### config.mk
export PLATFORM = sky130hd
export DESIGN_NAME = fss_sequencer
export DESIGN_NICKNAME = d
export VERILOG_FILES = /design/src/shared/fss_pkg.sv /design/src/design/fss_angle_counter.sv /design/src/design/fss_sequencer.sv
export SDC_FILE = /design/constraint.sdc
export NUM_CORES = 1
export LEC_CHECK = 0
export BUFFER_PORTS_ARGS = -buffer_cell sky130_fd_sc_hd__buf_2
export CORE_MARGIN = 10
export CORE_UTILIZATION = 49
export CTS_CLUSTER_SIZE = 30
export DETAILED_ROUTE_END_ITERATION = 12
export PLACE_DENSITY = 0.65
export SYNTH_ARGS = -nofsm -noshare
export SYNTH_HDL_FRONTEND = slang
export SYNTH_SLANG_ARGS = --single-unit
### constraint.sdc
create_clock -name mclk -period 2.7 [get_ports mclk]
set_input_delay 0.405 -clock mclk [delete_from_list [all_inputs] [get_ports mclk]]
set_output_delay 0.405 -clock mclk [all_outputs]
set_load 0.01 [all_outputs]
### src/shared/fss_pkg.sv
// Package for the fastening step sequencer: opcodes, sizes, reset values
package fss_pkg;
    // Program store geometry
    localparam int FSS_STEPS = 10;
    localparam int FSS_STEP_W = 4;
    localparam int FSS_PARAM_W = 8;
    localparam int FSS_OP_W = 3;
    localparam int FSS_PRESET_W = 4;
    // Program selections follow the last ordinary preset
    localparam logic [3:0] FSS_LAST_PRESET = 4'h8;
    localparam logic [3:0] FSS_PROG_A_SEL = 4'h9;
    localparam logic [3:0] FSS_PROG_B_SEL = 4'ha;
    // Reset values
    localparam logic [3:0] FSS_RST_STEP = 4'h0;
    localparam logic [7:0] FSS_RST_COUNT = 8'h00;
    localparam logic [3:0] FSS_RST_PRESET = 4'h1;
    // Step opcodes
    localparam logic [2:0] FSS_OP_NOP = 3'h0;
    localparam logic [2:0] FSS_OP_FASTEN = 3'h1;
    localparam logic [2:0] FSS_OP_LOOSEN = 3'h2;
    localparam logic [2:0] FSS_OP_LOAD = 3'h3;
    localparam logic [2:0] FSS_OP_DECSKIP = 3'h4;
    localparam logic [2:0] FSS_OP_JUMP = 3'h5;
    localparam logic [2:0] FSS_OP_PRESET = 3'h6;
    localparam logic [2:0] FSS_OP_END = 3'h7;
    typedef enum logic [2:0] {FSS_IDLE, FSS_FETCH, FSS_EXEC, FSS_WAIT_FASTEN, FSS_WAIT_LOOSEN,
        FSS_DONE} fss_state_e;
endpackage : fss_pkg

### src/design/fss_angle_counter.sv
// Loosening angle counter in tenth-of-turn units
`timescale 1ns/1ps
`default_nettype none
module fss_angle_counter #(
    parameter int PARAM_W = 8
) (
    // Clock and reset
    input wire logic mclk,
    input wire logic rst_n,
    // Control
    input wire logic start,
    input wire logic [PARAM_W-1:0] target,
    input wire logic tenth_tick,
    // Result
    output logic reached
);
    logic [PARAM_W-1:0] count_ff;
    logic active_ff;

    // Count tenth-turn ticks; zero target never stops by angle
    always_ff @(posedge mclk) begin
        if (!rst_n) begin
            count_ff <= '0;
            active_ff <= 1'b0;
            reached <= 1'b0;
        end else begin
            reached <= 1'b0;
            if (start) begin
                count_ff <= '0;
                active_ff <= (target != '0);
            end else if (active_ff && tenth_tick) begin
                if (count_ff + 1'b1 >= target) begin
                    active_ff <= 1'b0;
                    reached <= 1'b1; // One-cycle pulse
                end
                count_ff <= count_ff + 1'b1;
            end
        end
    end
endmodule // fss_angle_counter
`default_nettype wire

### src/design/fss_sequencer.sv
// Fastening step sequencer: runs a ten-step program A or B
`timescale 1ns/1ps
`default_nettype none
module fss_sequencer
    import fss_pkg::*;
#(
    parameter int STEPS = fss_pkg::FSS_STEPS
) (
    // Clock and reset
    input wire logic mclk,
    input wire logic rst_n,
    // Program entry from the configuration tool
    input wire logic prog_we,
    input wire logic prog_sel_b,
    input wire logic [fss_pkg::FSS_STEP_W-1:0] prog_addr,
    input wire logic [fss_pkg::FSS_OP_W-1:0] prog_op,
    input wire logic [fss_pkg::FSS_PARAM_W-1:0] prog_param,
    // Run control
    input wire logic [3:0] preset_sel,
    input wire logic start,
    // Motor control feedback
    input wire logic fasten_done,
    input wire logic tenth_turn_tick,
    // Motor control commands
    output logic fasten_start,
    output logic [fss_pkg::FSS_PRESET_W-1:0] fasten_preset,
    output logic loosen_run,
    // Status
    output logic fastening_ok,
    output logic torque_up,
    output logic busy,
    output logic [fss_pkg::FSS_STEP_W-1:0] step_index
);
    import fss_pkg::*;

    // Step slot storage for both programs
    logic [FSS_OP_W-1:0] op_mem [2][STEPS];
    logic [FSS_PARAM_W-1:0] par_mem [2][STEPS];
    fss_state_e state_ff;
    logic prog_b_ff;
    logic [FSS_PARAM_W-1:0] count_a_ff;
    logic [FSS_OP_W-1:0] op_ff;
    logic [FSS_PARAM_W-1:0] par_ff;
    logic angle_start;
    logic angle_reached;

    // Next step number; an index past the last slot ends the program at fetch
    function automatic logic [FSS_STEP_W-1:0] step_add(input logic [FSS_STEP_W-1:0] s, input int n);
        return FSS_STEP_W'(int'(s) + n);
    endfunction

    always_ff @(posedge mclk) begin
        if (prog_we && int'(prog_addr) < STEPS) begin
            op_mem[prog_sel_b][prog_addr] <= prog_op;
            par_mem[prog_sel_b][prog_addr] <= prog_param;
        end
    end

    // Program choice latch
    // Only taken when idle or done, so a start during a motor wait cannot swap programs mid-run
    always_ff @(posedge mclk) begin
        if (!rst_n) begin
            prog_b_ff <= 1'b0;
        end else if (start && (state_ff == FSS_IDLE || state_ff == FSS_DONE)) begin
            prog_b_ff <= (preset_sel == FSS_PROG_B_SEL);
        end
    end

    // Main sequencing machine; a start selecting program A or B while not busy begins at step one
    always_ff @(posedge mclk) begin
        if (!rst_n) begin
            state_ff <= FSS_IDLE;
            step_index <= FSS_RST_STEP;
            op_ff <= FSS_OP_NOP;
            par_ff <= '0;
        end else begin
            unique case (state_ff)
                FSS_IDLE, FSS_DONE: begin
                    if (start && (preset_sel == FSS_PROG_A_SEL || preset_sel == FSS_PROG_B_SEL)) begin
                        step_index <= FSS_RST_STEP;
                        state_ff <= FSS_FETCH;
                    end
                end
                FSS_FETCH: begin
                    // Falling off slot ten counts as the end of the program
                    if (int'(step_index) >= STEPS) begin
                        state_ff <= FSS_DONE;
                    end else begin
                        op_ff <= op_mem[prog_b_ff][step_index];
                        par_ff <= par_mem[prog_b_ff][step_index];
                        state_ff <= FSS_EXEC;
                    end
                end
                FSS_EXEC: begin
                    unique case (op_ff)
                        FSS_OP_FASTEN: state_ff <= FSS_WAIT_FASTEN;
                        FSS_OP_LOOSEN: state_ff <= FSS_WAIT_LOOSEN;
                        FSS_OP_END: state_ff <= FSS_DONE;
                        FSS_OP_JUMP: begin
                            step_index <= (par_ff == '0) ? FSS_RST_STEP : FSS_STEP_W'(par_ff - 1'b1);
                            state_ff <= FSS_FETCH;
                        end
                        FSS_OP_DECSKIP: begin
                            step_index <= (count_a_ff <= 8'h01) ? step_add(step_index, 2) : step_add(step_index, 1);
                            state_ff <= FSS_FETCH;
                        end
                        default: begin
                            step_index <= step_add(step_index, 1);
                            state_ff <= FSS_FETCH;
                        end
                    endcase
                end
                FSS_WAIT_FASTEN: begin
                    if (fasten_done) begin
                        step_index <= step_add(step_index, 1);
                        state_ff <= FSS_FETCH;
                    end
                end
                FSS_WAIT_LOOSEN: begin
                    // Without an angle target the loosen ends on the motor's own done
                    if (angle_reached || (par_ff == '0 && fasten_done)) begin
                        step_index <= step_add(step_index, 1);
                        state_ff <= FSS_FETCH;
                    end
                end
            endcase
        end
    end

    // Load counter A; counts body passes
    always_ff @(posedge mclk) begin
        if (!rst_n) begin
            count_a_ff <= FSS_RST_COUNT;
        end else if (state_ff == FSS_EXEC && op_ff == FSS_OP_LOAD) begin
            count_a_ff <= par_ff;
        end else if (state_ff == FSS_EXEC && op_ff == FSS_OP_DECSKIP && count_a_ff != '0) begin
            count_a_ff <= count_a_ff - 1'b1;
        end
    end

    always_ff @(posedge mclk) begin
        if (!rst_n) begin
            fasten_start <= 1'b0;
            fasten_preset <= FSS_RST_PRESET;
        end else begin
            fasten_start <= state_ff == FSS_EXEC && op_ff == FSS_OP_FASTEN;
            if (state_ff == FSS_EXEC && (op_ff == FSS_OP_FASTEN || op_ff == FSS_OP_PRESET)
                && par_ff != '0 && par_ff <= 8'(FSS_LAST_PRESET)) begin
                fasten_preset <= FSS_PRESET_W'(par_ff);
            end
        end
    end

    assign angle_start = state_ff == FSS_EXEC && op_ff == FSS_OP_LOOSEN;
    always_ff @(posedge mclk) begin
        if (!rst_n) begin
            loosen_run <= 1'b0;
        end else if (angle_start) begin
            loosen_run <= 1'b1;
        end else if (state_ff != FSS_WAIT_LOOSEN || angle_reached || (par_ff == '0 && fasten_done)) begin
            loosen_run <= 1'b0;
        end
    end

    fss_angle_counter #(
        .PARAM_W(FSS_PARAM_W)
    ) u_angle (
        .mclk(mclk),
        .rst_n(rst_n),
        .start(angle_start),
        .target(par_ff),
        .tenth_tick(tenth_turn_tick),
        .reached(angle_reached)
    );

    // Status outputs: OK held from completion until next start
    always_ff @(posedge mclk) begin
        if (!rst_n) begin
            fastening_ok <= 1'b0;
            torque_up <= 1'b0;
            busy <= 1'b0;
        end else begin
            torque_up <= state_ff == FSS_WAIT_FASTEN && fasten_done;
            if (state_ff == FSS_EXEC && op_ff == FSS_OP_END) begin
                fastening_ok <= 1'b1;
            end else if (state_ff == FSS_FETCH && step_index == FSS_RST_STEP) begin
                fastening_ok <= 1'b0;
            end
            busy <= state_ff != FSS_IDLE && state_ff != FSS_DONE;
        end
    end
endmodule // fss_sequencer
`default_nettype wire

* Word-level counts from Yosys, hierarchy flattened
Memory sizes are Yosys's and may differ from the RTL's. A register that Yosys moved wholly into a read port is not among the register bits. Index checks and enable logic that the tools add are counted.
Storage, ports and cells: register bits after elaboration 46, memory bits (writable) 220, input bits 26, output and inout port bits 13, logic and storage cells 139, memories kept 2
Memories:
- par_mem | words 2, width 80, read ports 1, clocked after Yosys merged registers in 1, wr ports 1, RTL line fss_sequencer.sv:38 | logic [FSS_PARAM_W-1:0] par_mem [2][STEPS];
- op_mem | words 2, width 30, read ports 1, clocked after Yosys merged registers in 1, wr ports 1, RTL line fss_sequencer.sv:37 | logic [FSS_OP_W-1:0] op_mem [2][STEPS];
Operators by class: add/sub/neg operators 5, order comparisons 8, equal/unequal tests 20, mux-type cells 40, bitwise operators 5, reduce and logical (&&, ||, !) cells 44
Operators by type and width (number):
- 80-bit 2-to-1 mux | 1
- 8-bit 2-to-1 mux | 5
- 8-bit binary-select mux with 4-bit select | 1
- 8-bit demux with 4-bit select | 1
- 30-bit 2-to-1 mux | 1
- 3-bit 2-to-1 mux | 7
- 4-bit 2-to-1 mux | 5
- 3-bit == test, second input constant | 6
- 1-bit logical AND | 18
- 4-bit one-hot mux with 4 select lines | 1
- 8-bit nonzero test | 2
- 3-bit one-hot mux with 5 select lines | 1
- 1-bit 2-to-1 mux | 13
- 3-bit binary-select mux with 4-bit select | 1
- 3-bit demux with 4-bit select | 1
- 3-bit by 2-bit == test with 1-bit output, second input constant | 4
- 4-bit one-hot mux with 3 select lines | 1
- 5-bit greater-or-equal comparator, second input constant | 2
- 4-bit NOT with 5-bit output | 2
- 2-bit nonzero test | 5
- 3-bit one-hot mux with 3 select lines | 1
- 8-bit by 1-bit adder with 8-bit output, second input constant | 1
- 4-bit == test, second input constant | 2
- 8-bit greater-or-equal comparator | 1
- other kinds (24) | 39

* Longest topological paths before layout
Gate-level depths: netlist (run 1).
depth after elaboration 6, gate-level depth with buffers 9, depth with buffers taken out 9

* Cells and area by module
Synthesis (run 1) repeated with hierarchy kept, for this count alone.
Unflattened totals: cells, all modules 714, area total of the unflattened synthesis 11328.4 µm²
Modules (own cells, without submodules):
- fss_sequencer | instances 1, cells each 629, area each 10611.4 µm², sequential area each 7347.0 µm²
- fss_angle_counter | instances 1, cells each 85, area each 716.9 µm², sequential area each 200.2 µm²

* Worst setup path after synthesis (run 1)
Ideal clock, no wire load.
path type register -> register, start point reg par_ff[0], end point reg step_index[0] in the netlist's numbering, setup time 0.134 ns, arrival 2.020 ns, data required time 2.566 ns, slack 0.547 ns, stages on the path, launching flop included 9, buffers on the path 0, period minus slack after synthesis 2.153 ns, cell sequence dfxtp_1 inv_1 ha_1 nor3b_2 nand3_2 a222oi_1 nand2_1 a311oi_1 a211oi_1
On the way: longest elaborated chain between the ends 5, elaborated cells between the ends (all ways) 9, those cells by class 1 x add/sub; 1 x eq/ne; 3 x mux; 4 x reduce/logical
Ends and longest elaborated chain:
- from (decl) | RTL line fss_sequencer.sv:43 | logic [FSS_PARAM_W-1:0] par_ff;
- from (signal assigned) | RTL line fss_sequencer.sv:90 | par_ff <= par_mem[prog_b_ff][step_index];
- parallel branches: the longest is 5 deep, another holds 4-bit by 1-bit subtractor with 4-bit output
- to (signal assigned) | RTL line fss_sequencer.sv:108 | step_index <= step_add(step_index, 1);
- to (signal assigned) | RTL line fss_sequencer.sv:115 | step_index <= step_add(step_index, 1);
- to (signal assigned) | RTL line fss_sequencer.sv:122 | step_index <= step_add(step_index, 1);
- to (decl) | RTL line fss_sequencer.sv:32 | output logic [fss_pkg::FSS_STEP_W-1:0] step_index
Parallel ways; which one is timed is not known. A chain may end at the register's enable or synchronous reset.

* Worst setup path in the final report (run 1)
Same ends and word-level chain as after synthesis.

==> flow_metrics.env, run 1 <==
export IMPL_synth_async_reset_ratio_pct=0
export IMPL_yosysTopAreaCell="edfxtp_1"
export IMPL_dp_cells=1033
export IMPL_std_cell_rows=55
export IMPL_yosysWarnings=0
export IMPL_timing_final_crit_period_ns=2.33
export IMPL_cts_root_buf="clkbuf_16"
export IMPL_io_buffers=38
export IMPL_synth_area_per_cell_um2=15.7
export IMPL_ys_ff_latch=267
export IMPL_cp_data_arrival_time_ns=2.70
export IMPL_leakage_nw=4.35
export IMPL_grt_pass1_wl_um=37900
export IMPL_cts_setup_buffers=0
export IMPL_worst_setup_path_end_kind="register"
export IMPL_numCtsBuffers=28
export IMPL_hp_class="in2reg"
export IMPL_antenna_cells=0
export IMPL_synth_edf_count=220
export IMPL_clockBufferDepth=3
export IMPL_clock_sinks=267
export IMPL_track_usage_pct=16.6
export IMPL_vias=6297
export IMPL_setup_viol=0
export IMPL_die_h_um=171
export IMPL_pin_count=39
export IMPL_routed_via_density=5.84
export IMPL_synth_cell_types=61
export IMPL_gp_congestion=0.867
export IMPL_tightest_slew_ns=0.774
export IMPL_clk_latency_ns=0.55
export IMPL_rsz0062_at_grt="no"
export IMPL_crit_chain="inv_1 > ha_1 > nor3b_2 > nand3_2 > a222oi_1 > buf_4 > nand2_1 > a311oi_1 > a211oi_1"
export IMPL_cts_tree="built"
export IMPL_netlist_area_mm2=0.0112
export IMPL_p_per_area_mw_per_mm2=803
export IMPL_wl_um=24100
export IMPL_drive_gt1_share_pct=23.0
export IMPL_synth_most_common_cell="edfxtp_1"
export IMPL_synth_ff_type="edfxtp_1"
export IMPL_hold_buffers=0
export IMPL_cp_max_fo=8
export IMPL_critPathTopFamily="compound AO/OA/AOI/OAI gates"
export IMPL_synthesis_nets=755
export IMPL_slowest_delay_ns=0.36
export IMPL_cpMaxStageDelayCell="dfxtp_1"
export IMPL_clkTransAtPathRegs_ns=0.06
export IMPL_max_freq_ghz=0.430
export IMPL_setup_worst_path_start_class="register"
export IMPL_cp_required_ns=3.07
export IMPL_slew_viol_final=0
export IMPL_syn_instance_count=712
export IMPL_remaining_drc_errors=0
export IMPL_synthTopCellsByCount="edfxtp_1, nor2_1, mux4_2"
export IMPL_finalPower_mw=10.2
export IMPL_place_hpwl_um=15900
export IMPL_ir_worst_vdd_mv=0.540
export IMPL_synth_area_leaders="edfxtp_1, mux4_2, dfxtp_1"
export IMPL_cts_max_level=1
export IMPL_maxSlewHeadroom_pct=48.3
export IMPL_crit_buf_inv=2
export IMPL_gr_total_overflow=0
export IMPL_fill_cells=1747
export IMPL_final_nets=821
export IMPL_die_area_mm2=0.0292
export IMPL_tns_ns=0
export IMPL_fin_cells=1078
export IMPL_grt_start_max_net_pins=61
export IMPL_ant_nets=0
export IMPL_status="completed"
export IMPL_area_delta_synth_final_pct=13.5
export IMPL_start_util_pct=49.6
export IMPL_critPathKind="reg2reg"
export IMPL_hold_viol=0
export IMPL_drt_iter0_markers=565
export IMPL_synth_top_area_share_pct=59.2
export IMPL_synth_seq_area_share_pct=67.6
export IMPL_dr_pass1_iters=5
export IMPL_ctsResizeCount=0
export IMPL_core_area_mm2=0.0225
export IMPL_finClkSkew_ns=0.0338
export IMPL_antenna_found_initial=1
export IMPL_die_w_um=171
export IMPL_wl_per_cell_um=22.4
export IMPL_drv_cap=0
export IMPL_grt_pass1_vias=6594
export IMPL_fin_crit_sh_pct=86.2
[placed cells by master (no fill, tap or decap), types with 3 or more instances in the layout]
cell type,netlist,final
nor3_1,11,11
a21oi_1,21,21
buf_2,12,38
nand3_1,12,12
mux2i_1,25,25
or3_1,3,3
nor2_1,65,65
clkinv_2,0,6
a31oi_1,4,4
xnor2_1,9,9
or2_2,8,8
nand2_1,26,26
o21ai_0,19,19
a222oi_1,3,3
xor2_1,11,11
nor4_1,3,3
buf_4,0,30
ha_1,17,17
nand2b_1,7,7
nand4_1,4,4
o211ai_1,4,4
a211oi_1,4,4
inv_1,29,29
edfxtp_1,220,220
dfxtp_1,47,45
clkbuf_16,0,28
mux4_2,55,55
clkinv_1,0,5
o22ai_1,22,22
buf_12,0,3
nand4b_1,3,3
nor2b_1,6,6
[sequential cells by signal (all words and copies together) (netlist names), named ones only]
register and count:
fasten_start 1, par_mem 160, par_ff 8, op_ff 3
count_a_ff 8, loosen_run 1, state_ff 3, torque_up 1
busy 1, fastening_ok 1, op_mem 60, fasten_preset 4
u_angle.count_ff 8, u_angle.reached 1, step_index 4, u_angle.active_ff 1
prog_b_ff 1
[worst paths after layout]
path | startpoint | to | slack, ns | cells past startpoint
max reg2reg | par_ff[0]$_SDFFE_PN0P_ | step_index[0]$_SDFFE_PN0P_ | 0.37 | 9
min | start | prog_b_ff$_SDFFE_PN0P_ | 0.17 | 3
min reg2reg | fastening_ok$_SDFFE_PN0P_ | fastening_ok$_SDFFE_PN0P_ | 0.46 | 2
max | par_ff[0]$_SDFFE_PN0P_ | step_index[0]$_SDFFE_PN0P_ | 0.37 | 9
[metrics by stage]
step / utilization, % / area [um2] / setup WS, ns / hold WS [ns]
after floorplan: - / 11200 / 0.547 / 0.440
after global placement: 52.7 / 11800 / 0.380 / 0.445
after detailed placement: 52.7 / 11800 / 0.436 / 0.458
after CTS: 56.3 / 12700 / 0.363 / 0.151
after global routing: 56.3 / 12700 / 0.214 / 0.184
final: 56.3 / 12700 / 0.374 / 0.171
[power breakdown]
group          internal, mW  switching, mW  total [mW]
logic                 0.824           1.11        1.93
clock network          1.97           1.49        3.46
registers              4.59          0.190        4.78
total                  7.38           2.79        10.2
[per-layer routing]
metal | vias up | wire, um | part of all wire [%] | track usage (%)
met1 | 3151 | 10300 | 43 | 21.9
met4 | 0 | 615 | 2.6 | 5.18
met2 | 196 | 11800 | 49 | 27.5
met3 | 51 | 1450 | 6.0 | 3.16
met5 | - | 0 | 0 | 0
li1 | 2899 | - | - | -
[final cells by class]
cell class              count  area [um2]  area share (%)
clock inverters            15         110           0.869
well taps                 285         357            2.82
clock buffers              30         708            5.59
flip-flops and latches    267        7550            59.6
repair buffers             71         475            3.75
multi-input cells         380        3350            26.5
inverters                  30         113           0.889
[logic make-up after synthesis]
logic type | synth area share [%]
AOI/OAI and AO/OA | 5.98
xor gates and xnor gates | 1.57
adders and majority gates | 1.91
buffers and inverters | 2.33
DFF | 67.6
muxes | 13.4
and+or+nand+nor | 7.14
[tightest hold or removal path, stage by stage]
cell     delay, ns
buf_2         0.11
nand3_1       0.08
a21oi_1       0.07
No activity file was read; power rests on OpenSTA's default activity.
==> run 2: changes to the inputs <==
- CORE_UTILIZATION: 49 -> 50
- CTS_CLUSTER_SIZE: 30 -> unset
- PLACE_DENSITY: 0.65 -> 0.75
==> run 2 against run 1 <==
Net effect: sequential power about the same; worst setup slack worse by 0.021 ns; clock power up 5%; non-clock buffer count down 1; count of clock-buffer cells in the layout up 4; maximum frequency down 0.91%; routed wire length down 3.8%; global-route usage down 0.53 points; sequential share of layout area down 0.19 points; via count up 3.0%; largest cell class unchanged; largest power group unchanged.
==> flow_metrics.env, run 2 (synthesis results as in run 1) <==
export IMPL_ir_worst_vdd_mv=0.537
export IMPL_cpMaxStageDelayCell="a222oi_1"
export IMPL_swShare_pct=27.3
export IMPL_core_area_mm2=0.0219
export IMPL_clkTransAtPathRegs_ns=0.06
export IMPL_final_nets=820
export IMPL_crit_buf_inv=2
export IMPL_regArea_mm2=0.00755
export IMPL_cts_root_buf="clkbuf_16"
export IMPL_final_area_mm2=0.0127
export IMPL_p_seq_share_pct=46.6
export IMPL_dpl_instance_area_mm2=0.0118
export IMPL_die_area_mm2=0.0287
export IMPL_cp_required_ns=3.17
export IMPL_fin_crit_sh_pct=86.9
export IMPL_rsz0062_at_grt="no"
export IMPL_grt_pass1_wl_um=36900
export IMPL_drive_gt1_share_pct=22.7
export IMPL_wl_per_cell_um=21.5
export IMPL_leakage_nw=4.37
export IMPL_cts_setup_buffers=0
export IMPL_cp_max_fo=7
export IMPL_tns_ns=0
export IMPL_clk_latency_ns=0.56
export IMPL_drv_cap=0
export IMPL_holdWs_ns=0.176
export IMPL_top_register="par_mem"
export IMPL_crit_chain="inv_1 > ha_1 > nor3b_2 > nand3_2 > a222oi_1 > buf_4 > a21boi_0 > o221ai_1 > nor2_1"
export IMPL_std_cell_rows=54
export IMPL_slowest_delay_ns=0.46
export IMPL_cp_data_arrival_time_ns=2.82
export IMPL_ctsResizeCount=0
export IMPL_hold_buffers=0
export IMPL_cts_tree="built"
export IMPL_tightest_slew_ns=0.588
export IMPL_drt_iter0_markers=745
export IMPL_die_w_um=169
export IMPL_clockBufferDepth=3
export IMPL_wl_um=23200
export IMPL_intPower_mw=7.50
export IMPL_maxSlewHeadroom_pct=60.8
export IMPL_pre_cts_ws_ns=0.440
export IMPL_setup_worst_path_start_class="register"
export IMPL_dr_pass1_iters=6
export IMPL_antenna_found_initial=0
export IMPL_grt_pass1_vias=6650
export IMPL_die_h_um=169
export IMPL_mostFrequentLayoutCells="edfxtp_1, nor2_1, mux4_2, dfxtp_1, buf_2"
export IMPL_start_util_pct=51.0
export IMPL_slew_viol_final=0
export IMPL_critPathKind="reg2reg"
export IMPL_finClkSkew_ns=0.0335
export IMPL_ant_nets=0
export IMPL_gp_congestion=0.887
export IMPL_multi_input_area_mm2=0.00335
export IMPL_max_freq_ghz=0.426
export IMPL_p_per_area_mw_per_mm2=811
export IMPL_worst_setup_path_end_kind="register"
export IMPL_area_delta_synth_final_pct=13.9
export IMPL_track_usage_pct=16.1
export IMPL_gr_total_overflow=0
export IMPL_largest_reg_flops=160
export IMPL_place_hpwl_um=15200
export IMPL_antenna_cells=0
export IMPL_hp_class="in2reg"
export IMPL_clock_sinks=267
export IMPL_power_frac_clock_pct=35.1
export IMPL_status="completed"
export IMPL_pin_count=39
export IMPL_comb_power_share_pct=18.3
export IMPL_routed_via_density=6.02
export IMPL_layout_commonest_cell="edfxtp_1"
export IMPL_grt_start_max_net_pins=62
export IMPL_io_buffers=38
export IMPL_largestRegisters="par_mem: 160 flops, op_mem: 60 flops"
export IMPL_power_switching_mw=2.81
export IMPL_fill_cells=1649
export IMPL_remaining_drc_errors=0
export IMPL_timing_final_crit_period_ns=2.35
export IMPL_vias=6484
export IMPL_numCtsBuffers=28
export IMPL_hold_viol=0
export IMPL_cts_max_level=1
export IMPL_worst_slack_ns=0.353
export IMPL_reg2reg_slack_ns=0.35
export IMPL_critPathTopFamily="compound AO/OA/AOI/OAI gates"
export IMPL_setup_viol=0
==> run 2: changes by cell type in the layout (fill, tap and decap cells not counted), sizes merged <==
cell | previous run | this run
clkbuf | 30 | 34
buf | 71 | 70
bufinv | 1 | 2
clkinv | 12 | 13
clkinvlp | 2 | 1
==> run 2: worst paths after layout <==
| check | from | endpoint | cells after the start |
|---|---|---|---|
| setup / recovery | par_ff[0]$_SDFFE_PN0P_ | step_index[3]$_SDFFE_PN0P_ | 9 |
| hold / removal | tenth_turn_tick | u_angle.count_ff[1]$_SDFFE_PP0P_ | 3 |
| setup reg to reg | par_ff[0]$_SDFFE_PN0P_ | step_index[3]$_SDFFE_PN0P_ | 9 |
| hold reg to reg | fastening_ok$_SDFFE_PN0P_ | fastening_ok$_SDFFE_PN0P_ | 2 |
==> run 2: area by class of cell <==
| cell class | instances | area share (%) |
|---|---|---|
| multi-input combinational | 380 | 26.4 |
| timing repair buffer | 70 | 3.68 |
| sequential | 267 | 59.4 |
| tap | 280 | 2.76 |
| inverter | 30 | 0.886 |
| clock buffer | 34 | 5.69 |
| clock inverter | 16 | 1.18 |
==> run 2: per-stage QoR <==
stage | instances | total power [mW] | utilization (%)
after CTS | 1077 | 10.4 | 58.1
after detailed placement | 1027 | 6.74 | 54.1
after floorplan | 712 | 6.15 | -
final | 1077 | 10.3 | 58.1
after global placement | 1027 | 6.70 | 54.1
after global routing | 1077 | 10.7 | 58.1
==> run 2: tightest hold or removal path, cell delays in order <==
cell,delay [ns]
buf_2,0.12
nand3_1,0.08
a21oi_1,0.05
==> run 2: power by group through the flow <==
| stage | Combinational (mW) | Clock, mW | Sequential [mW] |
|---|---|---|---|
| 2_1_floorplan | 1.38 | 0 | 4.76 |
| 3_5_place_dp | 1.87 | 0 | 4.88 |
| 6_report | 1.89 | 3.62 | 4.80 |
| 4_1_cts | 1.88 | 3.69 | 4.79 |
| 5_1_grt | 2.04 | 3.84 | 4.82 |
| 3_3_place_gp | 1.83 | 0 | 4.87 |
==> run 2: metal layers <==
metal | global-route usage, % | vias to the layer above | wire (um)
met2 | 26.6 | 243 | 11300
met4 | 4.47 | 0 | 621
li1 | - | 2915 | -
met1 | 21.6 | 3290 | 9770
met5 | 0 | - | 0
met3 | 2.92 | 36 | 1500
==> run 3: changes to the inputs <==
- SYNTH_HIERARCHICAL: unset -> 1
==> run 3 against run 2 <==
Net effect: combinational power decreased by 21%; non-clock buffer count decreased by 2; power fell by 3.0%; count of clock-buffer cells in the layout shrank 2; global-route usage up 0.61 points; worst setup slack better by 0.042 ns; worst hold slack improved by 0.00089 ns; critical endpoint is now u_angle/active_ff$_SDFFE_PN0P_.
==> flow_metrics.env, run 3 <==
export IMPL_crit_chain="ha_1 > nand3_2 > nor2_1 > xor2_1 > ha_1 > a41o_1 > a21oi_1 > a2bb2oi_1 > a32o_1"
export IMPL_clockBufferDepth=3
export IMPL_slew_viol_final=0
export IMPL_max_freq_ghz=0.434
export IMPL_grt_start_max_net_pins=40
export IMPL_start_util_pct=50.5
export IMPL_cp_endpoint="u_angle/active_ff$_SDFFE_PN0P_"
export IMPL_slowest_delay_ns=0.46
export IMPL_drt_iter0_markers=613
export IMPL_numCtsBuffers=27
export IMPL_hold_depth=3
export IMPL_fin_cells=1082
export IMPL_synth_most_common_cell="edfxtp_1"
export IMPL_yosysWarnings=6
export IMPL_dr_pass1_iters=5
export IMPL_gp_congestion=0.912
export IMPL_multi_input_area_mm2=0.00352
export IMPL_remaining_drc_errors=0
export IMPL_final_nets=818
export IMPL_mostFrequentLayoutCells="edfxtp_1, mux4_2, nor2_1, dfxtp_1, buf_2"
export IMPL_p_per_area_mw_per_mm2=778
export IMPL_cts_root_buf="clkbuf_16"
export IMPL_ant_nets=0
export IMPL_synth_cell_types=71
export IMPL_cp_depth=9
export IMPL_antenna_found_initial=0
export IMPL_regArea_mm2=0.00755
export IMPL_tns_ns=0
export IMPL_netlist_area_mm2=0.0113
export IMPL_area_delta_synth_final_pct=13.5
export IMPL_synth_ff_type="edfxtp_1"
export IMPL_synth_seq_area_share_pct=66.6
export IMPL_cp_data_arrival_time_ns=2.78
export IMPL_cts_setup_buffers=0
export IMPL_drive_gt1_share_pct=23.6
export IMPL_clock_sinks=267
export IMPL_wl_um=24200
export IMPL_status="completed"
export IMPL_io_buffers=38
export IMPL_leakage_nw=4.43
export IMPL_hold_buffers=0
export IMPL_std_cell_rows=55
export IMPL_vias=6544
export IMPL_worst_slack_ns=0.394
export IMPL_critPathTopFamily="compound AO/OA/AOI/OAI gates"
export IMPL_gr_total_overflow=0
export IMPL_synthTopCellsByCount="edfxtp_1, mux4_2, dfxtp_1"
export IMPL_r2r_start="u_angle/count_ff[0]$_SDFFE_PP0P_"
export IMPL_ff2ff_path_depth=9
export IMPL_die_w_um=171
export IMPL_crit_start="u_angle/count_ff[0]$_SDFFE_PP0P_"
export IMPL_clkTransAtPathRegs_ns=0.06
export IMPL_setup_viol=0
export IMPL_wl_per_cell_um=22.4
export IMPL_critPathKind="reg2reg"
export IMPL_rr_endpoint="u_angle/active_ff$_SDFFE_PN0P_"
export IMPL_rsz0062_at_grt="no"
export IMPL_antenna_cells=0
export IMPL_cpMaxStageDelayCell="dfxtp_1"
export IMPL_core_area_mm2=0.0224
export IMPL_tightest_slew_ns=0.612
export IMPL_cts_tree="built"
export IMPL_ir_worst_vdd_mv=0.733
export IMPL_cts_max_level=1
export IMPL_hp_class="in2reg"
export IMPL_synth_area_per_cell_um2=15.9
export IMPL_pin_count=39
export IMPL_synth_edf_count=220
export IMPL_finalPower_mw=10.0
export IMPL_ctsResizeCount=0
export IMPL_synthesis_nets=756
export IMPL_path_common_cell="ha_1"
export IMPL_largest_reg_flops=160
export IMPL_cp_required_ns=3.17
export IMPL_grt_pass1_vias=6918
export IMPL_place_hpwl_um=15900
export IMPL_hold_viol=0
export IMPL_setup_worst_path_start_class="register"
export IMPL_synth_top_area_share_pct=58.3
export IMPL_synth_area_leaders="edfxtp_1, mux4_2, dfxtp_1"
export IMPL_finClkSkew_ns=0.0147
export IMPL_top_register="par_mem"
export IMPL_largestRegisters="par_mem: 160 flops, op_mem: 60 flops"
export IMPL_layout_commonest_cell="edfxtp_1"
export IMPL_syn_instance_count=714
export IMPL_worst_setup_path_end_kind="register"
export IMPL_die_h_um=171
export IMPL_grt_pass1_wl_um=38300
export IMPL_fill_cells=1690
export IMPL_clk_latency_ns=0.55
export IMPL_fin_crit_sh_pct=85.4
export IMPL_die_area_mm2=0.0291
export IMPL_cp_max_fo=5
export IMPL_drv_cap=0
export IMPL_yosysTopAreaCell="edfxtp_1"
export IMPL_routed_via_density=6.05
export IMPL_pre_cts_ws_ns=0.452
export IMPL_dp_cells=1032
export IMPL_timing_final_crit_period_ns=2.31
export IMPL_maxSlewHeadroom_pct=59.1
export IMPL_ys_ff_latch=267
export IMPL_synth_async_reset_ratio_pct=0
export IMPL_reg2reg_slack_ns=0.39
export IMPL_track_usage_pct=16.7
export IMPL_crit_buf_inv=0
[run 3: cell types whose count changed after synthesis, moves of 4 or more]
cell      previous run  this run
inv_1               29        17
o221a_1              0         7
o21ai_0             19        10
nor2b_1              6        13
o21ai_1              1        12
or2_2                8         2
o22ai_1             22        17
a21boi_1             0         4
nor2_1              65        45
inv_2                1        13
a21oi_1             21        12
nor3b_1              0         4
[run 3: layout make-up]
type / instances / share of cell area [%]
clock buffer: 32 / 5.48
clock inverter: 18 / 1.30
inverter: 30 / 0.876
multi-input combinational: 382 / 27.4
sequential: 267 / 58.7
tap: 285 / 2.77
timing repair buffer: 68 / 3.43
[run 3: worst min path at each step]
stage	startpoint	endpoint	slack [ns]
after floorplan	prog_b_ff$_SDFFE_PN0P_	register	0.44
after CTS	tenth_turn_tick	u_angle/count_ff[1]$_SDFFE_PP0P_	0.16
after detailed placement	prog_b_ff$_SDFFE_PN0P_	prog_b_ff$_SDFFE_PN0P_	0.46
final	tenth_turn_tick	u_angle/count_ff[1]$_SDFFE_PP0P_	0.18
after global placement	prog_b_ff$_SDFFE_PN0P_	prog_b_ff$_SDFFE_PN0P_	0.45
after global routing	tenth_turn_tick	u_angle/count_ff[1]$_SDFFE_PP0P_	0.16
[run 3: power breakdown]
group	internal [mW]	switching [mW]
sequential	4.59	0.260
clock	2.15	1.51
combinational	0.656	0.841
total	7.39	2.61
[run 3: logic make-up (layout without fill, tap and decap cells)]
| group | count (synthesis) | in the layout | synth area share [%] |
|---|---|---|---|
| flip-flops | 267 | 267 | 66.6 |
| XOR/XNOR | 19 | 19 | 1.47 |
| multiplexers | 84 | 84 | 13.5 |
| buffers and inverters | 65 | 148 | 2.29 |
| AO/OA/AOI/OAI | 105 | 105 | 6.61 |
| adder cells (fa/ha/maj) | 16 | 16 | 1.77 |
| AND/OR/NAND/NOR | 158 | 158 | 7.73 |
[run 3: per-layer routing]
| layer | vias to the layer above | track usage (%) | share of wire (%) |
|---|---|---|---|
| met5 | - | 0 | 0 |
| met2 | 226 | 29.2 | 50 |
| met3 | 38 | 2.65 | 6.4 |
| li1 | 2944 | - | - |
| met1 | 3336 | 21.2 | 41 |
| met4 | 0 | 4.46 | 2.1 |
[run 3: stage by stage]
step,util (%),cell area [um2],hold WS (ns)
floorplan,-,11300,0.440
global placement,53.4,12000,0.453
detailed placement,53.4,12000,0.461
CTS,57.3,12900,0.156
global route,57.3,12900,0.165
finish,57.3,12900,0.177
[run 3: worst min-delay path: stages]
cell     delay [ns]
buf_2          0.11
nand3_1        0.08
a21oi_1        0.06
